## src/hdl/mqfb_pkg.sv

```systemverilog
// Purpose: Shared constants and types for the multi-queue flag boundary block
// Assumes: One clock for both ports; register offsets are byte addresses
// Notes:   Width mode encodings follow a Gray sequence

package mqfb_pkg;

    ////////////////////////////////////////////////////////////////////////////
    // Register byte offsets
    localparam logic [7:0] REG_CTRL      = 8'h00; // Width mode
    localparam logic [7:0] REG_STATUS    = 8'h04; // Sticky events, write one to clear
    localparam logic [7:0] REG_MASK      = 8'h08; // Interrupt enables
    localparam logic [7:0] REG_QSEL      = 8'h0c; // Queue index for offset and fill access
    localparam logic [7:0] REG_AE_OFFSET = 8'h10; // Almost-empty offset of selected queue
    localparam logic [7:0] REG_FILL      = 8'h14; // Fill and flag view of selected queue

    ////////////////////////////////////////////////////////////////////////////
    // Default almost-empty offsets chosen by the strap
    localparam int AE_DEFAULT_LOW  = 8;   // Strap low at reset
    localparam int AE_DEFAULT_HIGH = 128; // Strap high at reset

    ////////////////////////////////////////////////////////////////////////////
    // Bus width pairings
    typedef enum logic [1:0] {
        MQFB_EQUAL     = 2'b00,           // Same width in and out
        MQFB_WIDE_IN   = 2'b01,           // Wide input, narrow output
        MQFB_NARROW_IN = 2'b11            // Narrow input, wide output
    } mqfb_width_type;

    localparam mqfb_width_type CTRL_RESET = MQFB_EQUAL;

    ////////////////////////////////////////////////////////////////////////////
    // Event bits of the status and mask registers
    typedef struct packed {
        logic rd_reject;                  // Read with no valid output word
        logic wr_reject;                  // Write into a full queue
        logic ae_entered;                 // Active read queue became almost empty
        logic full_entered;               // Active write queue became full
    } mqfb_evt_type;

    localparam int           EVT_BITS  = 4;
    localparam mqfb_evt_type EVT_RESET = 4'h0;

    // Active-low flag outputs travelling together
    typedef struct packed {
        logic full_n;                     // Write port full
        logic ae_n;                       // Read port almost empty
        logic ov_n;                       // Read port output valid
    } mqfb_flag_type;

    localparam mqfb_flag_type FLAG_RESET = 3'b101; // Not full, almost empty, no valid word

endpackage : mqfb_pkg

```

## src/hdl/mqfb_top.sv

```systemverilog
// Purpose: Per-queue full, output-valid and almost-empty flag logic of a multi-queue FIFO
// Assumes: Write and read controllers share ref_clk; no data path is held here
// Notes:   Fill counts are in narrow-width units; one output word per queue may sit in the output stage
//
// Implementation choices: strobed register access and the placing of the registers.

`timescale 1ns/100ps
`default_nettype none

module mqfb_top #(
    parameter int NUM_QUEUES  = 8,                     // Number of queues
    parameter int QUEUE_DEPTH = 256,                   // Depth of each queue in words of the wider bus
    parameter int QAW         = $clog2(NUM_QUEUES)     // Queue address width
) (
    input  wire logic             ref_clk,                         // System clock
    input  wire logic             rst,                             // Synchronous reset, active high
    input  wire logic             default_offset_select,           // Strap for default offset
    input  wire logic [QAW-1:0]   write_queue_select_bus,          // Write queue address
    input  wire logic             write_select_strobe,             // Take write queue address
    input  wire logic             write_enable,                    // Write one input word
    input  wire logic [QAW-1:0]   read_queue_select_bus,           // Read queue address
    input  wire logic             read_select_strobe,              // Take read queue address
    input  wire logic             read_enable,                     // Read one output word
    output logic                  active_write_full_flag_n,        // Write queue full, active low
    output logic                  active_read_almost_empty_flag_n, // Read queue almost empty, active low
    output logic                  output_valid_flag_n,             // Output word valid, active low
    input  wire logic [7:0]       reg_addr,                        // Register byte address
    input  wire logic [31:0]      reg_wdata,                       // Register write data
    input  wire logic             reg_wr,                          // Register write strobe
    input  wire logic             reg_rd,                          // Register read strobe
    output logic      [31:0]      reg_rdata,                       // Read data, cycle after strobe
    output logic                  irq                              // Interrupt, active high level
);

    ////////////////////////////////////////////////////////////////////////////
    // Widths and limits
    localparam int CW = $clog2(2 * QUEUE_DEPTH + 1); // Fill count width
    localparam int SW = CW + 1;                      // Sum width with headroom

    localparam logic [SW-1:0] DEPTH_UNITS  = SW'(QUEUE_DEPTH);
    localparam logic [SW-1:0] DEPTH2_UNITS = SW'(2 * QUEUE_DEPTH);
    // Strap defaults larger than a short queue are clipped to its depth, never truncated
    localparam int            LOW_CLIP     = (mqfb_pkg::AE_DEFAULT_LOW > QUEUE_DEPTH) ?
                                             QUEUE_DEPTH : mqfb_pkg::AE_DEFAULT_LOW;
    localparam int            HIGH_CLIP    = (mqfb_pkg::AE_DEFAULT_HIGH > QUEUE_DEPTH) ?
                                             QUEUE_DEPTH : mqfb_pkg::AE_DEFAULT_HIGH;
    localparam logic [CW-1:0] OFF_LOW      = CW'(LOW_CLIP);
    localparam logic [CW-1:0] OFF_HIGH     = CW'(HIGH_CLIP);
    localparam logic [CW-1:0] OFF_MAX      = CW'(QUEUE_DEPTH);

    ////////////////////////////////////////////////////////////////////////////
    // State
    mqfb_pkg::mqfb_width_type mode_q;
    mqfb_pkg::mqfb_evt_type   status_q, status_d, mask_q, evt;
    mqfb_pkg::mqfb_flag_type  flags_q, flags_d;
    logic [QAW-1:0]           qsel_q;
    logic [QAW-1:0]           wr_sel1_q, wr_act_q, rd_sel1_q, rd_act_q;
    logic [CW-1:0]            cnt_q [NUM_QUEUES];
    logic [CW-1:0]            cnt_d [NUM_QUEUES];
    logic [CW-1:0]            off_q [NUM_QUEUES];
    logic [NUM_QUEUES-1:0]    ov_q, ov_d, nae, full_after;
    logic                     ae_stage_q;
    logic [31:0]              rdata_q, rdata_d;
    logic                     irq_q;

    ////////////////////////////////////////////////////////////////////////////
    // Unit weights of one input word, one output word and the queue capacity
    wire logic [SW-1:0] in_units  = (mode_q == mqfb_pkg::MQFB_WIDE_IN)   ? SW'(2) : SW'(1);
    wire logic [SW-1:0] out_units = (mode_q == mqfb_pkg::MQFB_NARROW_IN) ? SW'(2) : SW'(1);
    // Unused code 10 behaves as equal widths
    wire logic          two_unit  = (mode_q == mqfb_pkg::MQFB_WIDE_IN) || (mode_q == mqfb_pkg::MQFB_NARROW_IN);
    wire logic [SW-1:0] cap_units = two_unit ? DEPTH2_UNITS : DEPTH_UNITS;

    // Next queue selections, taken on the strobe edge
    wire logic [QAW-1:0] wr_sel1_d = write_select_strobe ? write_queue_select_bus : wr_sel1_q;
    wire logic [QAW-1:0] rd_sel1_d = read_select_strobe ? read_queue_select_bus : rd_sel1_q;

    // Accepted and refused port operations
    wire logic [SW-1:0] wr_room  = SW'(cnt_q[wr_act_q]) + in_units;
    wire logic          wr_full  = wr_room > cap_units;
    wire logic          wr_take  = write_enable && !wr_full;
    wire logic          rd_take  = read_enable && ov_q[rd_act_q];
    wire logic          wr_rej   = write_enable && wr_full;
    wire logic          rd_rej   = read_enable && !ov_q[rd_act_q];

    ////////////////////////////////////////////////////////////////////////////
    // Per-queue fill, fall-through and status compare
    always_comb begin
        logic [SW-1:0] inc;
        logic [SW-1:0] sum;
        logic [SW-1:0] thr;
        logic          ft;
        inc = '0;
        sum = '0;
        thr = '0;
        ft  = 1'b0;
        for (int q = 0; q < NUM_QUEUES; q++) begin
            // Only the active write queue gains units, on an accepted write
            inc = (wr_take && (wr_act_q == QAW'(q))) ? in_units : SW'(0);
            // Head word falls into the output stage of the read queue
            ft = (rd_act_q == QAW'(q)) && (!ov_q[q] || rd_take) && (SW'(cnt_q[q]) >= out_units);
            sum = SW'(cnt_q[q]) + inc - (ft ? out_units : SW'(0));
            cnt_d[q] = sum[CW-1:0];
            if (ft) begin
                ov_d[q] = 1'b1;
            end else if (rd_take && (rd_act_q == QAW'(q))) begin
                ov_d[q] = 1'b0;
            end else begin
                ov_d[q] = ov_q[q];
            end
            // Threshold in memory units, scaled by width pairing
            case (mode_q)
                mqfb_pkg::MQFB_WIDE_IN: begin
                    thr = {off_q[q], 1'b0};
                end
                mqfb_pkg::MQFB_NARROW_IN: begin
                    thr = {off_q[q], 1'b1};
                end
                default: begin
                    thr = SW'(off_q[q]);
                end
            endcase
            nae[q] = SW'(cnt_q[q]) > thr;
            full_after[q] = (SW'(cnt_q[q]) + inc + in_units) > cap_units;
        end
    end

    ////////////////////////////////////////////////////////////////////////////
    // Output flags of the active queues
    always_comb begin
        flags_d.full_n = ~full_after[wr_act_q];
        flags_d.ae_n   = ae_stage_q;
        flags_d.ov_n   = ~ov_d[rd_act_q];
    end

    // Events that set sticky status bits
    always_comb begin
        evt.rd_reject    = rd_rej;
        evt.wr_reject    = wr_rej;
        evt.ae_entered   = flags_q.ae_n && !ae_stage_q;
        evt.full_entered = flags_q.full_n && !flags_d.full_n;
    end

    ////////////////////////////////////////////////////////////////////////////
    // Register decode
    wire logic hit_ctrl   = reg_addr == mqfb_pkg::REG_CTRL;
    wire logic hit_status = reg_addr == mqfb_pkg::REG_STATUS;
    wire logic hit_mask   = reg_addr == mqfb_pkg::REG_MASK;
    wire logic hit_qsel   = reg_addr == mqfb_pkg::REG_QSEL;
    wire logic hit_off    = reg_addr == mqfb_pkg::REG_AE_OFFSET;
    wire logic hit_fill   = reg_addr == mqfb_pkg::REG_FILL;

    localparam int EVT_W = mqfb_pkg::EVT_BITS;
    wire logic [EVT_W-1:0] clr_bits = (reg_wr && hit_status) ? reg_wdata[EVT_W-1:0] : '0;

    // Offset writes are clipped to the queue depth
    wire logic [CW-1:0] off_wr = (reg_wdata > 32'(QUEUE_DEPTH)) ? OFF_MAX : reg_wdata[CW-1:0];

    // Set wins over clear
    assign status_d = (status_q & ~clr_bits) | evt;

    // Read data mux, unmapped reads return zero
    always_comb begin
        rdata_d = 32'h0;
        if (!reg_rd) begin
            rdata_d = 32'h0;
        end else if (hit_ctrl) begin
            rdata_d = {30'h0, mode_q};
        end else if (hit_status) begin
            rdata_d = {28'h0, status_q};
        end else if (hit_mask) begin
            rdata_d = {28'h0, mask_q};
        end else if (hit_qsel) begin
            rdata_d = 32'(qsel_q);
        end else if (hit_off) begin
            rdata_d = 32'(off_q[qsel_q]);
        end else if (hit_fill) begin
            rdata_d = {13'h0, ov_q[qsel_q], nae[qsel_q], full_after[qsel_q], 16'(cnt_q[qsel_q])};
        end
    end

    ////////////////////////////////////////////////////////////////////////////
    // Queue selection pipelines, two edges from strobe to active
    always_ff @(posedge ref_clk) begin
        if (rst) begin
            wr_sel1_q <= '0;
            wr_act_q  <= '0;
            rd_sel1_q <= '0;
            rd_act_q  <= '0;
        end else begin
            wr_sel1_q <= wr_sel1_d;
            wr_act_q  <= wr_sel1_q;
            rd_sel1_q <= rd_sel1_d;
            rd_act_q  <= rd_sel1_q;
        end
    end

    // Per-queue fill counts and output-stage occupancy
    always_ff @(posedge ref_clk) begin
        if (rst) begin
            ov_q <= '0;
            for (int q = 0; q < NUM_QUEUES; q++) begin
                cnt_q[q] <= '0;
            end
        end else begin
            ov_q <= ov_d;
            for (int q = 0; q < NUM_QUEUES; q++) begin
                cnt_q[q] <= cnt_d[q];
            end
        end
    end

    // Per-queue offsets, strap default caught by the synchronous reset
    always_ff @(posedge ref_clk) begin
        if (rst) begin
            for (int q = 0; q < NUM_QUEUES; q++) begin
                off_q[q] <= default_offset_select ? OFF_HIGH : OFF_LOW;
            end
        end else if (reg_wr && hit_off) begin
            off_q[qsel_q] <= off_wr;
        end
    end

    // Flag stages; almost-empty passes two registers
    always_ff @(posedge ref_clk) begin
        if (rst) begin
            ae_stage_q <= 1'b0;
            flags_q    <= mqfb_pkg::FLAG_RESET;
        end else begin
            ae_stage_q <= nae[rd_sel1_q];
            flags_q    <= flags_d;
        end
    end

    // Software registers and interrupt
    always_ff @(posedge ref_clk) begin
        if (rst) begin
            mode_q   <= mqfb_pkg::CTRL_RESET;
            mask_q   <= mqfb_pkg::EVT_RESET;
            status_q <= mqfb_pkg::EVT_RESET;
            qsel_q   <= '0;
            rdata_q  <= 32'h0;
            irq_q    <= 1'b0;
        end else begin
            if (reg_wr && hit_ctrl) begin
                mode_q <= mqfb_pkg::mqfb_width_type'(reg_wdata[1:0]);
            end
            if (reg_wr && hit_mask) begin
                mask_q <= reg_wdata[EVT_W-1:0];
            end
            if (reg_wr && hit_qsel) begin
                qsel_q <= reg_wdata[QAW-1:0];
            end
            status_q <= status_d;
            rdata_q  <= rdata_d;
            irq_q    <= |(status_d & mask_q);
        end
    end

    ////////////////////////////////////////////////////////////////////////////
    // Outputs straight from flip-flops
    assign active_write_full_flag_n        = flags_q.full_n;
    assign active_read_almost_empty_flag_n = flags_q.ae_n;
    assign output_valid_flag_n             = flags_q.ov_n;
    assign reg_rdata                       = rdata_q;
    assign irq                             = irq_q;

endmodule : mqfb_top

`default_nettype wire

```

## config.mk

```make
export PLATFORM = sky130hd
export DESIGN_NAME = mqfb_top
export DESIGN_NICKNAME = d
export VERILOG_FILES = /design/src/hdl/mqfb_pkg.sv /design/src/hdl/mqfb_top.sv
export SDC_FILE = /design/constraint.sdc
export NUM_CORES = 1
export LEC_CHECK = 0
export BUFFER_PORTS_ARGS = -buffer_cell sky130_fd_sc_hd__buf_2
export CELL_PAD_IN_SITES_DETAIL_PLACEMENT = 1
export CELL_PAD_IN_SITES_GLOBAL_PLACEMENT = 1
export CORE_MARGIN = 4
export CORE_UTILIZATION = 25
export CTS_BUF_LIST = sky130_fd_sc_hd__clkbuf_16
export DETAILED_ROUTE_END_ITERATION = 16
export GPL_TIMING_DRIVEN = 0
export PLACE_DENSITY = 0.49
export SYNTH_ARGS = -nofsm -noshare
export SYNTH_HDL_FRONTEND = slang
export SYNTH_SLANG_ARGS = --single-unit
export TNS_END_PERCENT = 1
```

## constraint.sdc

```tcl
create_clock -name ref_clk -period 10 [get_ports ref_clk]
set_input_delay 0.5 -clock ref_clk [delete_from_list [all_inputs] [get_ports ref_clk]]
set_output_delay 0.5 -clock ref_clk [all_outputs]
set_load 0.01 [all_outputs]
```

-- Yosys cells after proc, flatten, opt, wreduce, memory -nomap -nowiden
Memory sizes are Yosys's and may differ from the RTL's. A register that Yosys moved wholly into a read port is not among the register bits.
Index checks and enable logic that the tools add are counted.
- $add $sub $neg: 25
- multipliers: 0
- divide/modulo/power cells: 0
- $lt $le $gt $ge: 30
- equal/unequal tests: 21
- shifts and indexed selects: 0
- muxes and demuxes: 88
- bitwise logic cells: 16
- reductions and logical operators: 72
- operators with widths (cell ; count):
    $pmux 11 s2 ; 8
    $mux 10 ; 13
    $add 10x2->11 ; 9
    $gt 11x10->1 ; 9
    $add 11x2->11 ; 8
    $gt 10x11->1 ; 8
    $ge 10x2->1 ; 8
    $sub 10x2->10 ; 8
    $logic_and 1x1->1 ; 43
    $mux 2 ; 19
    $gt 32x9->1 const B ; 1
    $mux 1 ; 30
    $eq 3x3->1 const B ; 8
    $bmux 1 s3 ; 7
    $mux 3 ; 6
    $eq 8x4->1 const B ; 2
    $eq 8x5->1 const B ; 2
    $lt 3x4->1 const B ; 4
    $mux 4 ; 4
    $eq 3x2->1 const B ; 4
    $logic_not 1->1 ; 11
    $reduce_or 10->1 ; 1
    $logic_or 1x1->1 ; 9
    $and 4x4->4 ; 2
    16 further kinds ; 28
- register bits after elaboration: 51
- latch bits: 0
- bits in writable memories: 160
- memory bits (read-only): 0
- input port bits: 55
- word-level logic and storage cells: 278
- memories kept: 2
- memory list (name ; words ; width ; rd ports ; clocked after memory_dff ; wr ports ; RTL line ; source):
    cnt_q ; 8 ; 10 ; 10 ; 2 ; 8 ; mqfb_top.sv:58 ; logic [CW-1:0] cnt_q [NUM_QUEUES];
    off_q ; 8 ; 10 ; 9 ; 1 ; 8 ; mqfb_top.sv:60 ; logic [CW-1:0] off_q [NUM_QUEUES];

-- Logic depth before layout (Yosys ltp)
Gate-level depths: netlist of run 1.
- depth in word-level cells: 17
- mapped depth: 34

-- Worst setup path after synthesis of run 1
No wires, ideal clock.
- path kind: register to register
- from: register wr_act_q[0]
- to: register irq_q, in the netlist irq
- library setup time: 140 ps
- arrival: 7016 ps
- data required time: 9860 ps
- slack: 2844 ps
- stages on the path, launching flop included: 32
- path through: dfxtp_1 > buf_4 > buf_1 > mux4_2 > o21ai_0 > ha_1 > inv_1 > fa_1 > nor2_1 > xor2_1 > ha_1 > nand4b_1 > a211oi_2 > o21ai_2 > or3_1 > nor2_1 > ha_1 > inv_1 > fa_1 > and3b_1 > clkbuf_1 > mux2i_1 > nand2_1 > nor4_1 > xnor2_1 > ha_1 > or4bb_1 > or3_1 > a31oi_1 > o2bb2ai_1 > o41ai_2 > o221ai_1
- cells in the longest elaborated chain, start to end: 12
- ends and longest elaborated chain (item ; RTL line ; source):
    from (decl) ; mqfb_top.sv:57 ; logic [QAW-1:0] wr_sel1_q, wr_act_q, rd_sel1_q, rd_act_q;
    from (signal assigned) ; mqfb_top.sv:192 ; wr_act_q <= wr_sel1_q;
    $eq 3x1->1 (tied with other cells) ; mqfb_top.sv:99 ; inc = (wr_take && (wr_act_q == QAW'(q))) ? in_units : SW'(0);
    $logic_and 1x1->1 ; mqfb_top.sv:99 ;
    $mux 2 ; mqfb_top.sv:99 ;
    $add 10x2->11 ; mqfb_top.sv:124 ; full_after[q] = (SW'(cnt_q[q]) + inc + in_units) > cap_units;
    $add 11x2->11 ; mqfb_top.sv:124 ;
    $gt 11x10->1 ; mqfb_top.sv:124 ;
    $bmux 1 s3 * ; mqfb_top.sv:131 ; flags_d.full_n = ~full_after[wr_act_q];
    $mux 1 (implied by the code) * ; mqfb_top.sv:131 ;
    $logic_and 1x1->1 * ; mqfb_top.sv:141 ; evt.full_entered = flags_q.full_n && !flags_d.full_n;
    $or 4x4->4 * ; mqfb_top.sv:160 ; assign status_d = (status_q & ~clr_bits) | evt;
    $and 4x4->4 * ; mqfb_top.sv:256 ; irq_q <= |(status_d & mask_q);
    $reduce_or 4->1 * ; mqfb_top.sv:256 ;
    to (signal assigned) ; mqfb_top.sv:256 ;
    to (decl) ; mqfb_top.sv:64 ; logic irq_q;
Mark *: on every way between the ends. The rest lies on a longest branch, timed or not. The select of a mux whose other input is x is not followed.
A chain may end at the register's enable or synchronous reset.

-- Worst setup path after layout of run 1
- from: register wr_act_q[1]
- to: register irq_q, in the netlist irq
Same word-level chain as after synthesis.

==> results.toml, run 1 <==
[logic_synthesis]
ys_seq_area_frac = 0.279
synthArstFlopShare = 0
synthFlopType = "dfxtp_1"
syn_area_per_cell_um2 = 9.23
synth-edff-count = 80
syn_area_mm2 = 0.0182
yosys_warnings = 0
ys_ff_latch = 214
synthCells = 1973
synth.distinct_cells = 91

[cells_and_area]
fin_cells = 3077
synthToLayoutAreaGrowth_pct = 14.9
drive_above_1_share = 0.125
nFillCells = 8425
antenna_cells = 0
num-nets-final = 2349
postLayoutCoreUtil = 0.291

[detailed_routing]
first_pass_iters = 6
wl_per_cell_um = 25.9
routed_wl_mm = 79.7
avgViaCountPerCell = 5.26
ant_nets = 0
drtIter0Drc = 1228
via_count = 16200
drc = 0

[power_and_ir_drop]
powerDensity_mw_per_mm2 = 152
leakagePower_uw = 0.00794
ir_drop_v = 0.000124

[run]
drv_cap = 0

[floorplan]
row_count = 98
die_x_um = 278
core_mm2 = 0.0719
dieArea_mm2 = 0.0773
io-pin-count = 91
die_y_um = 278
start_util = 0.254

[critical_path]
worstPathMaxFanout = 10
endpoint_kind = "flip-flop"
critical-path-max-stage-delay_ns = 0.54
startpoint_type = "flip-flop"
crit_arrival_ns = 9.89
path_common_cell = "ha_1"
critPathKind = "flip-flop to flip-flop"
crit_required_ns = 10.39
rr_endpoint = "irq"
reg2reg_from = "wr_act_q[1]"
cpMaxStageDelayCell = "o41ai_2"
reg2reg_depth = 33
regToRegSetupSlack_ns = 0.50

[clock_network]
cts_buffer_depth = 3
path_clk_slew_ns = 0.06
cts_buffers = 29
clock-root-buffer = "clkbuf_16"
cts-htree-levels = 1
postCtsHoldBufs = 0
cts_tree = "done"
clock_latency_ns = 0.58
clock_sinks = 214

[sta]
setup_viol = 0
tns_ns = 0
finClkSkew_ns = 0.0102
rsz0062_at_grt = "false"
max_freq_mhz = 105
tightest_slew_ns = 1.19
period_needed_ns = 9.50
hold_viol = 0
slew-limit-headroom = 0.185
maxSlewViolCount = 0
hold_ws_ns = 0.165
finalCritPeriodShare = 0.950

[place]
portBuffers = 68
globalplace.congestion = 0.937
place_inst = 3019
hpwl_mm = 63.4

[global_route]
antenna_found_initial = 3
grt_pass1_wl_mm = 116
grt-ovfl-total = 0
grt_max_degree = 27
grtUsageTotal = 0.200
grt_pass1_vias = 16900

[min_path]
min_path_cells = 3
hp-class = "input port to flip-flop"
hold-path-endpoint = "rd_sel1_q[0]"
holdCritStartpoint = "read_queue_select_bus[0]"

[run_status]
status = "finished, final reports clean"
-- cells by family (layout without fill, tap and decap cells) --
family                   after synthesis  in the layout  synth area share
AND/OR/NAND/NOR                      746            746             0.202
XOR/XNOR                             122            122            0.0591
buffers and inverters                192            320            0.0463
other                                  1             27          0.000206
AO/OA/AOI/OAI                        311            311             0.118
flip-flops                           214            214             0.279
adder cells (fa/ha/maj)              189            189             0.140
multiplexers                         198            198             0.155
-- cell type report --
class	count	area (um^2)	share of cell area
inverters	71	272	0.0130
flip-flops and latches	214	5090	0.243
clock inverters	24	254	0.0121
clock buffers	29	726	0.0347
plain buffers	121	581	0.0277
repair buffers	75	417	0.0199
well taps	950	1190	0.0568
multi-input cells	1593	12400	0.593
-- worst max-delay path, delay by kind of cell, from the launching register on --
family          cells  cell delay, ns
buf+inv             6            1.23
compound gates      7            2.21
flops               1            0.53
simple gates       11            2.73
mux                 2            0.72
fa+ha+maj           5            1.59
xor+xnor            2            0.27
-- timing repair --
| action | in CTS | in global routing |
|---|---|---|
| buffers inserted | 0 | 5 |
| endpoints found under the hold margin | 0 | 0 |
| resized for setup | 2 | 5 |
| endpoints found under the setup margin | 3 | 3 |
-- per-layer routing --
layer | part of all wire | global-route usage | wire (um)
met2 | 0.45 | 0.327 | 36200
met1 | 0.47 | 0.277 | 37200
met4 | 0.029 | 0.0526 | 2340
met5 | 0.00016 | 0 | 13
met3 | 0.049 | 0.0291 | 3930
-- cell usage after synthesis, types with 21 or more instances --
| cell | count | area (um^2) |
|---|---|---|
| nor2_1 | 237 | 890 |
| ha_1 | 164 | 2050 |
| nand2_1 | 145 | 544 |
| dfxtp_1 | 134 | 2680 |
| mux2i_1 | 127 | 1270 |
| edfxtp_1 | 80 | 2400 |
| a21oi_1 | 78 | 390 |
| xnor2_1 | 75 | 657 |
| nand3_1 | 73 | 365 |
| inv_1 | 70 | 263 |
| clkbuf_1 | 68 | 255 |
| mux4_2 | 65 | 1460 |
| nor3_1 | 51 | 255 |
| xor2_1 | 46 | 403 |
| o21ai_0 | 43 | 215 |
| nand4_1 | 40 | 250 |
| nor2b_1 | 34 | 213 |
| and2_1 | 30 | 188 |
| and3_1 | 29 | 181 |
| buf_4 | 27 | 203 |
| fa_1 | 25 | 500 |
| nand2b_1 | 23 | 144 |
| a21o_1 | 21 | 158 |
-- worst max-delay path by stage --
stage | start | endpoint | slack (ns) | cells past startpoint
2_1_floorplan | wr_act_q[0] | irq | 2.84 | 31
6_report | wr_act_q[1] | irq | 0.50 | 33
3_5_place_dp | mode_q[0] | irq | -0.30 | 27
3_3_place_gp | mode_q[0] | irq | -0.75 | 27
5_1_grt | wr_act_q[1] | irq | 0.15 | 32
4_1_cts | wr_act_q[1] | irq | 0.14 | 31
-- flip-flops by register name, summed over array words and instances (netlist names), named ones only --
signal and flops:
active_read_almost_empty_flag_n 1, active_write_full_flag_n 1, ae_stage_q 1, cnt_q 80, irq 1, mask_q 4, mode_q 2, off_q 80
output_valid_flag_n 1, ov_q 8, qsel_q 3, rd_act_q 3, rd_sel1_q 3, reg_rdata 13, status_q 4, wr_act_q 3
wr_sel1_q 3
-- where the power goes --
| part | total [uW] | switching, uW | leakage [uW] | internal [uW] |
|---|---|---|---|---|
| clock | 1100 | 449 | 0.000487 | 655 |
| sequential | 1110 | 142 | 0.00188 | 971 |
| combinational | 970 | 567 | 0.00557 | 402 |
| total | 3190 | 1160 | 0.00794 | 2030 |
-- placed cells by master (no fill, tap or decap), types with 25 or more instances in the layout --
| master | instances |
|---|---|
| a21oi_1 | 78 |
| and2_1 | 30 |
| and3_1 | 29 |
| buf_2 | 79 |
| buf_4 | 32 |
| clkbuf_1 | 66 |
| clkbuf_16 | 29 |
| conb_1 | 27 |
| dfxtp_1 | 133 |
| edfxtp_1 | 80 |
| fa_1 | 25 |
| ha_1 | 164 |
| inv_1 | 73 |
| mux2i_1 | 127 |
| mux4_2 | 65 |
| nand2_1 | 145 |
| nand3_1 | 73 |
| nand4_1 | 40 |
| nor2_1 | 237 |
| nor2b_1 | 34 |
| nor3_1 | 50 |
| o21ai_0 | 43 |
| xnor2_1 | 75 |
| xor2_1 | 46 |
-- stage by stage --
step	instance area, um^2	setup slack, ns	power [uW]
after floorplan	18300	2.84	1720
after global placement	19800	-0.746	2060
after detailed placement	19900	-0.305	2080
after CTS	20900	0.136	3210
after global routing	20900	0.149	3350
final	20900	0.505	3190
Note: power is estimated with default switching activity, not from simulation.
==> inputs of run 2 (changes only) <==
--- a/config.mk
+++ b/config.mk
@@ -11,8 +11,8 @@
 export CORE_MARGIN = 4
 export CORE_UTILIZATION = 25
 export CTS_BUF_LIST = sky130_fd_sc_hd__clkbuf_16
+export CTS_CLUSTER_DIAMETER = 50
 export DETAILED_ROUTE_END_ITERATION = 16
-export GPL_TIMING_DRIVEN = 0
 export PLACE_DENSITY = 0.49
 export SYNTH_ARGS = -nofsm -noshare
 export SYNTH_HDL_FRONTEND = slang
==> constraint.sdc (replaced) <==
create_clock -name ref_clk -period 10 [get_ports ref_clk]
set_input_delay 2 -clock ref_clk [delete_from_list [all_inputs] [get_ports ref_clk]]
set_output_delay 2 -clock ref_clk [all_outputs]
set_load 0.01 [all_outputs]
==> run 2 against run 1 <==
- non-clock buffer count down 70
- design area up 1.1%
- wire length down 8.2%
- via count down 1.6%
- clock power up 35%
- hold slack better by 0.32 ns
- register-to-register slack better by 0.84 ns
- worst setup slack better by 0.84 ns
- global-route usage down 1.5 points
- largest cell class unchanged
==> results.toml, run 2 (synthesis gave the netlist of run 1 again) <==
[critical_path]
critPathKind = "flip-flop to flip-flop"
crit_required_ns = 10.43
cpMaxStageDelayCell = "dfxtp_1"
worstPathMaxFanout = 27
endpoint_kind = "flip-flop"
startpoint_type = "flip-flop"
path_common_cell = "ha_1"
crit_arrival_ns = 9.09
critical-path-max-stage-delay_ns = 1.16

[detailed_routing]
drc = 0
wl_per_cell_um = 24.1
first_pass_iters = 5
routed_wl_mm = 73.1
via_count = 15900
ant_nets = 0
drtIter0Drc = 1170
avgViaCountPerCell = 5.26

[floorplan]
die_x_um = 278
dieArea_mm2 = 0.0773
die_y_um = 278
core_mm2 = 0.0719
row_count = 98
io-pin-count = 91
start_util = 0.254

[clock_network]
ctsResizeCount = 0
cts_tree = "done"
cts_buffers = 41
postCtsHoldBufs = 0
path_clk_slew_ns = 0.06
clock-root-buffer = "clkbuf_16"
cts_buffer_depth = 3
post_cts_buffers = 0
cts-htree-levels = 2
clock_latency_ns = 0.58
clock_sinks = 214

[sta]
finalCritPeriodShare = 0.865
max_freq_mhz = 116
maxSlewViolCount = 0
finClkSkew_ns = 0.0401
setup_viol = 0
period_needed_ns = 8.65
tightest_slew_ns = 1.27
hold_viol = 0
rsz0062_at_grt = "false"
setup_ws_ns = 1.35
slew-limit-headroom = 0.134
tns_ns = 0

[power_and_ir_drop]
ir_drop_v = 0.000144
leakagePower_uw = 0.00812
powerDensity_mw_per_mm2 = 168
total_power_uw = 3560

[place]
place_inst = 2954
portBuffers = 71
pre_cts_slack_ns = 1.49
globalplace.congestion = 0.845
hpwl_mm = 56.0

[global_route]
grt_pass1_wl_mm = 109
grt-ovfl-total = 0
grt_pass1_vias = 16500
antenna_found_initial = 3
grt_max_degree = 44
grtUsageTotal = 0.185

[cells_and_area]
postLayoutCoreUtil = 0.295
nFillCells = 8378
synthToLayoutAreaGrowth_pct = 16.2
mostFrequentLayoutCells = "237 x nor2_1, 164 x ha_1, 145 x nand2_1"
layout_commonest_cell = "nor2_1"
num-nets-final = 2291
drive_above_1_share = 0.140
fin_cells = 3031

[run]
drv_cap = 0

[min_path]
hp-class = "flip-flop to flip-flop"

[run_status]
status = "finished, final reports clean"
[run 2: cell count changes in the layout (fill, tap and decap cells not counted), sizes merged]
cell / before / now
diode: 0 / 2
inv: 74 / 82
clkbuf: 98 / 43
bufinv: 5 / 7
clkinv: 11 / 9
buf: 127 / 126
[run 2: metal layers]
metal	global-route usage	share of wire	wire, um	vias up
met5	0	0.000096	7	-
met4	0.0626	0.032	2310	2
met3	0.0359	0.063	4580	113
met2	0.290	0.44	32200	459
met1	0.256	0.47	34000	7982
li1	-	-	-	7377
[run 2: per-stage QoR]
step	cell area [um^2]	hold slack, ns
floorplan	18300	0.437
global placement	19700	0.467
detailed placement	19700	0.466
CTS	21200	0.481
global route	21200	0.498
finish	21200	0.482
[run 2: power by group]
part | switching (uW) | internal, uW
Sequential | 79.0 | 972
Clock | 518 | 965
Combinational | 604 | 418
Total | 1200 | 2350
[run 2: worst max-delay path, delay by kind of cell, from the launching register on]
family | cells | cell delay (ns)
multiplexers | 1 | 0.42
XOR/XNOR | 3 | 0.66
flip-flops | 1 | 1.16
AND/OR/NAND/NOR | 11 | 2.38
buffers and inverters | 1 | 0.06
AO/OA/AOI/OAI | 8 | 2.44
adder cells (fa/ha/maj) | 5 | 1.38
[run 2: area by class of cell]
cell class,instances,area (um^2),area share
tap,950,1190,0.0562
clock inverter,32,377,0.0178
clock buffer,43,1080,0.0508
antenna,2,5.00,0.000236
timing repair buffer,126,771,0.0364
inverter,71,267,0.0126
multi-input combinational,1593,12400,0.585
sequential,214,5090,0.241
[run 2: final timing paths]
check	start	cells after the start	slack, ns	endpoint
worst max-delay path	wr_act_q[1]	29	1.35	irq
worst min-delay path	wr_sel1_q[2]	1	0.48	wr_act_q[2]
worst max register to register	wr_act_q[1]	29	1.35	irq
worst min register to register	wr_sel1_q[2]	1	0.48	wr_act_q[2]
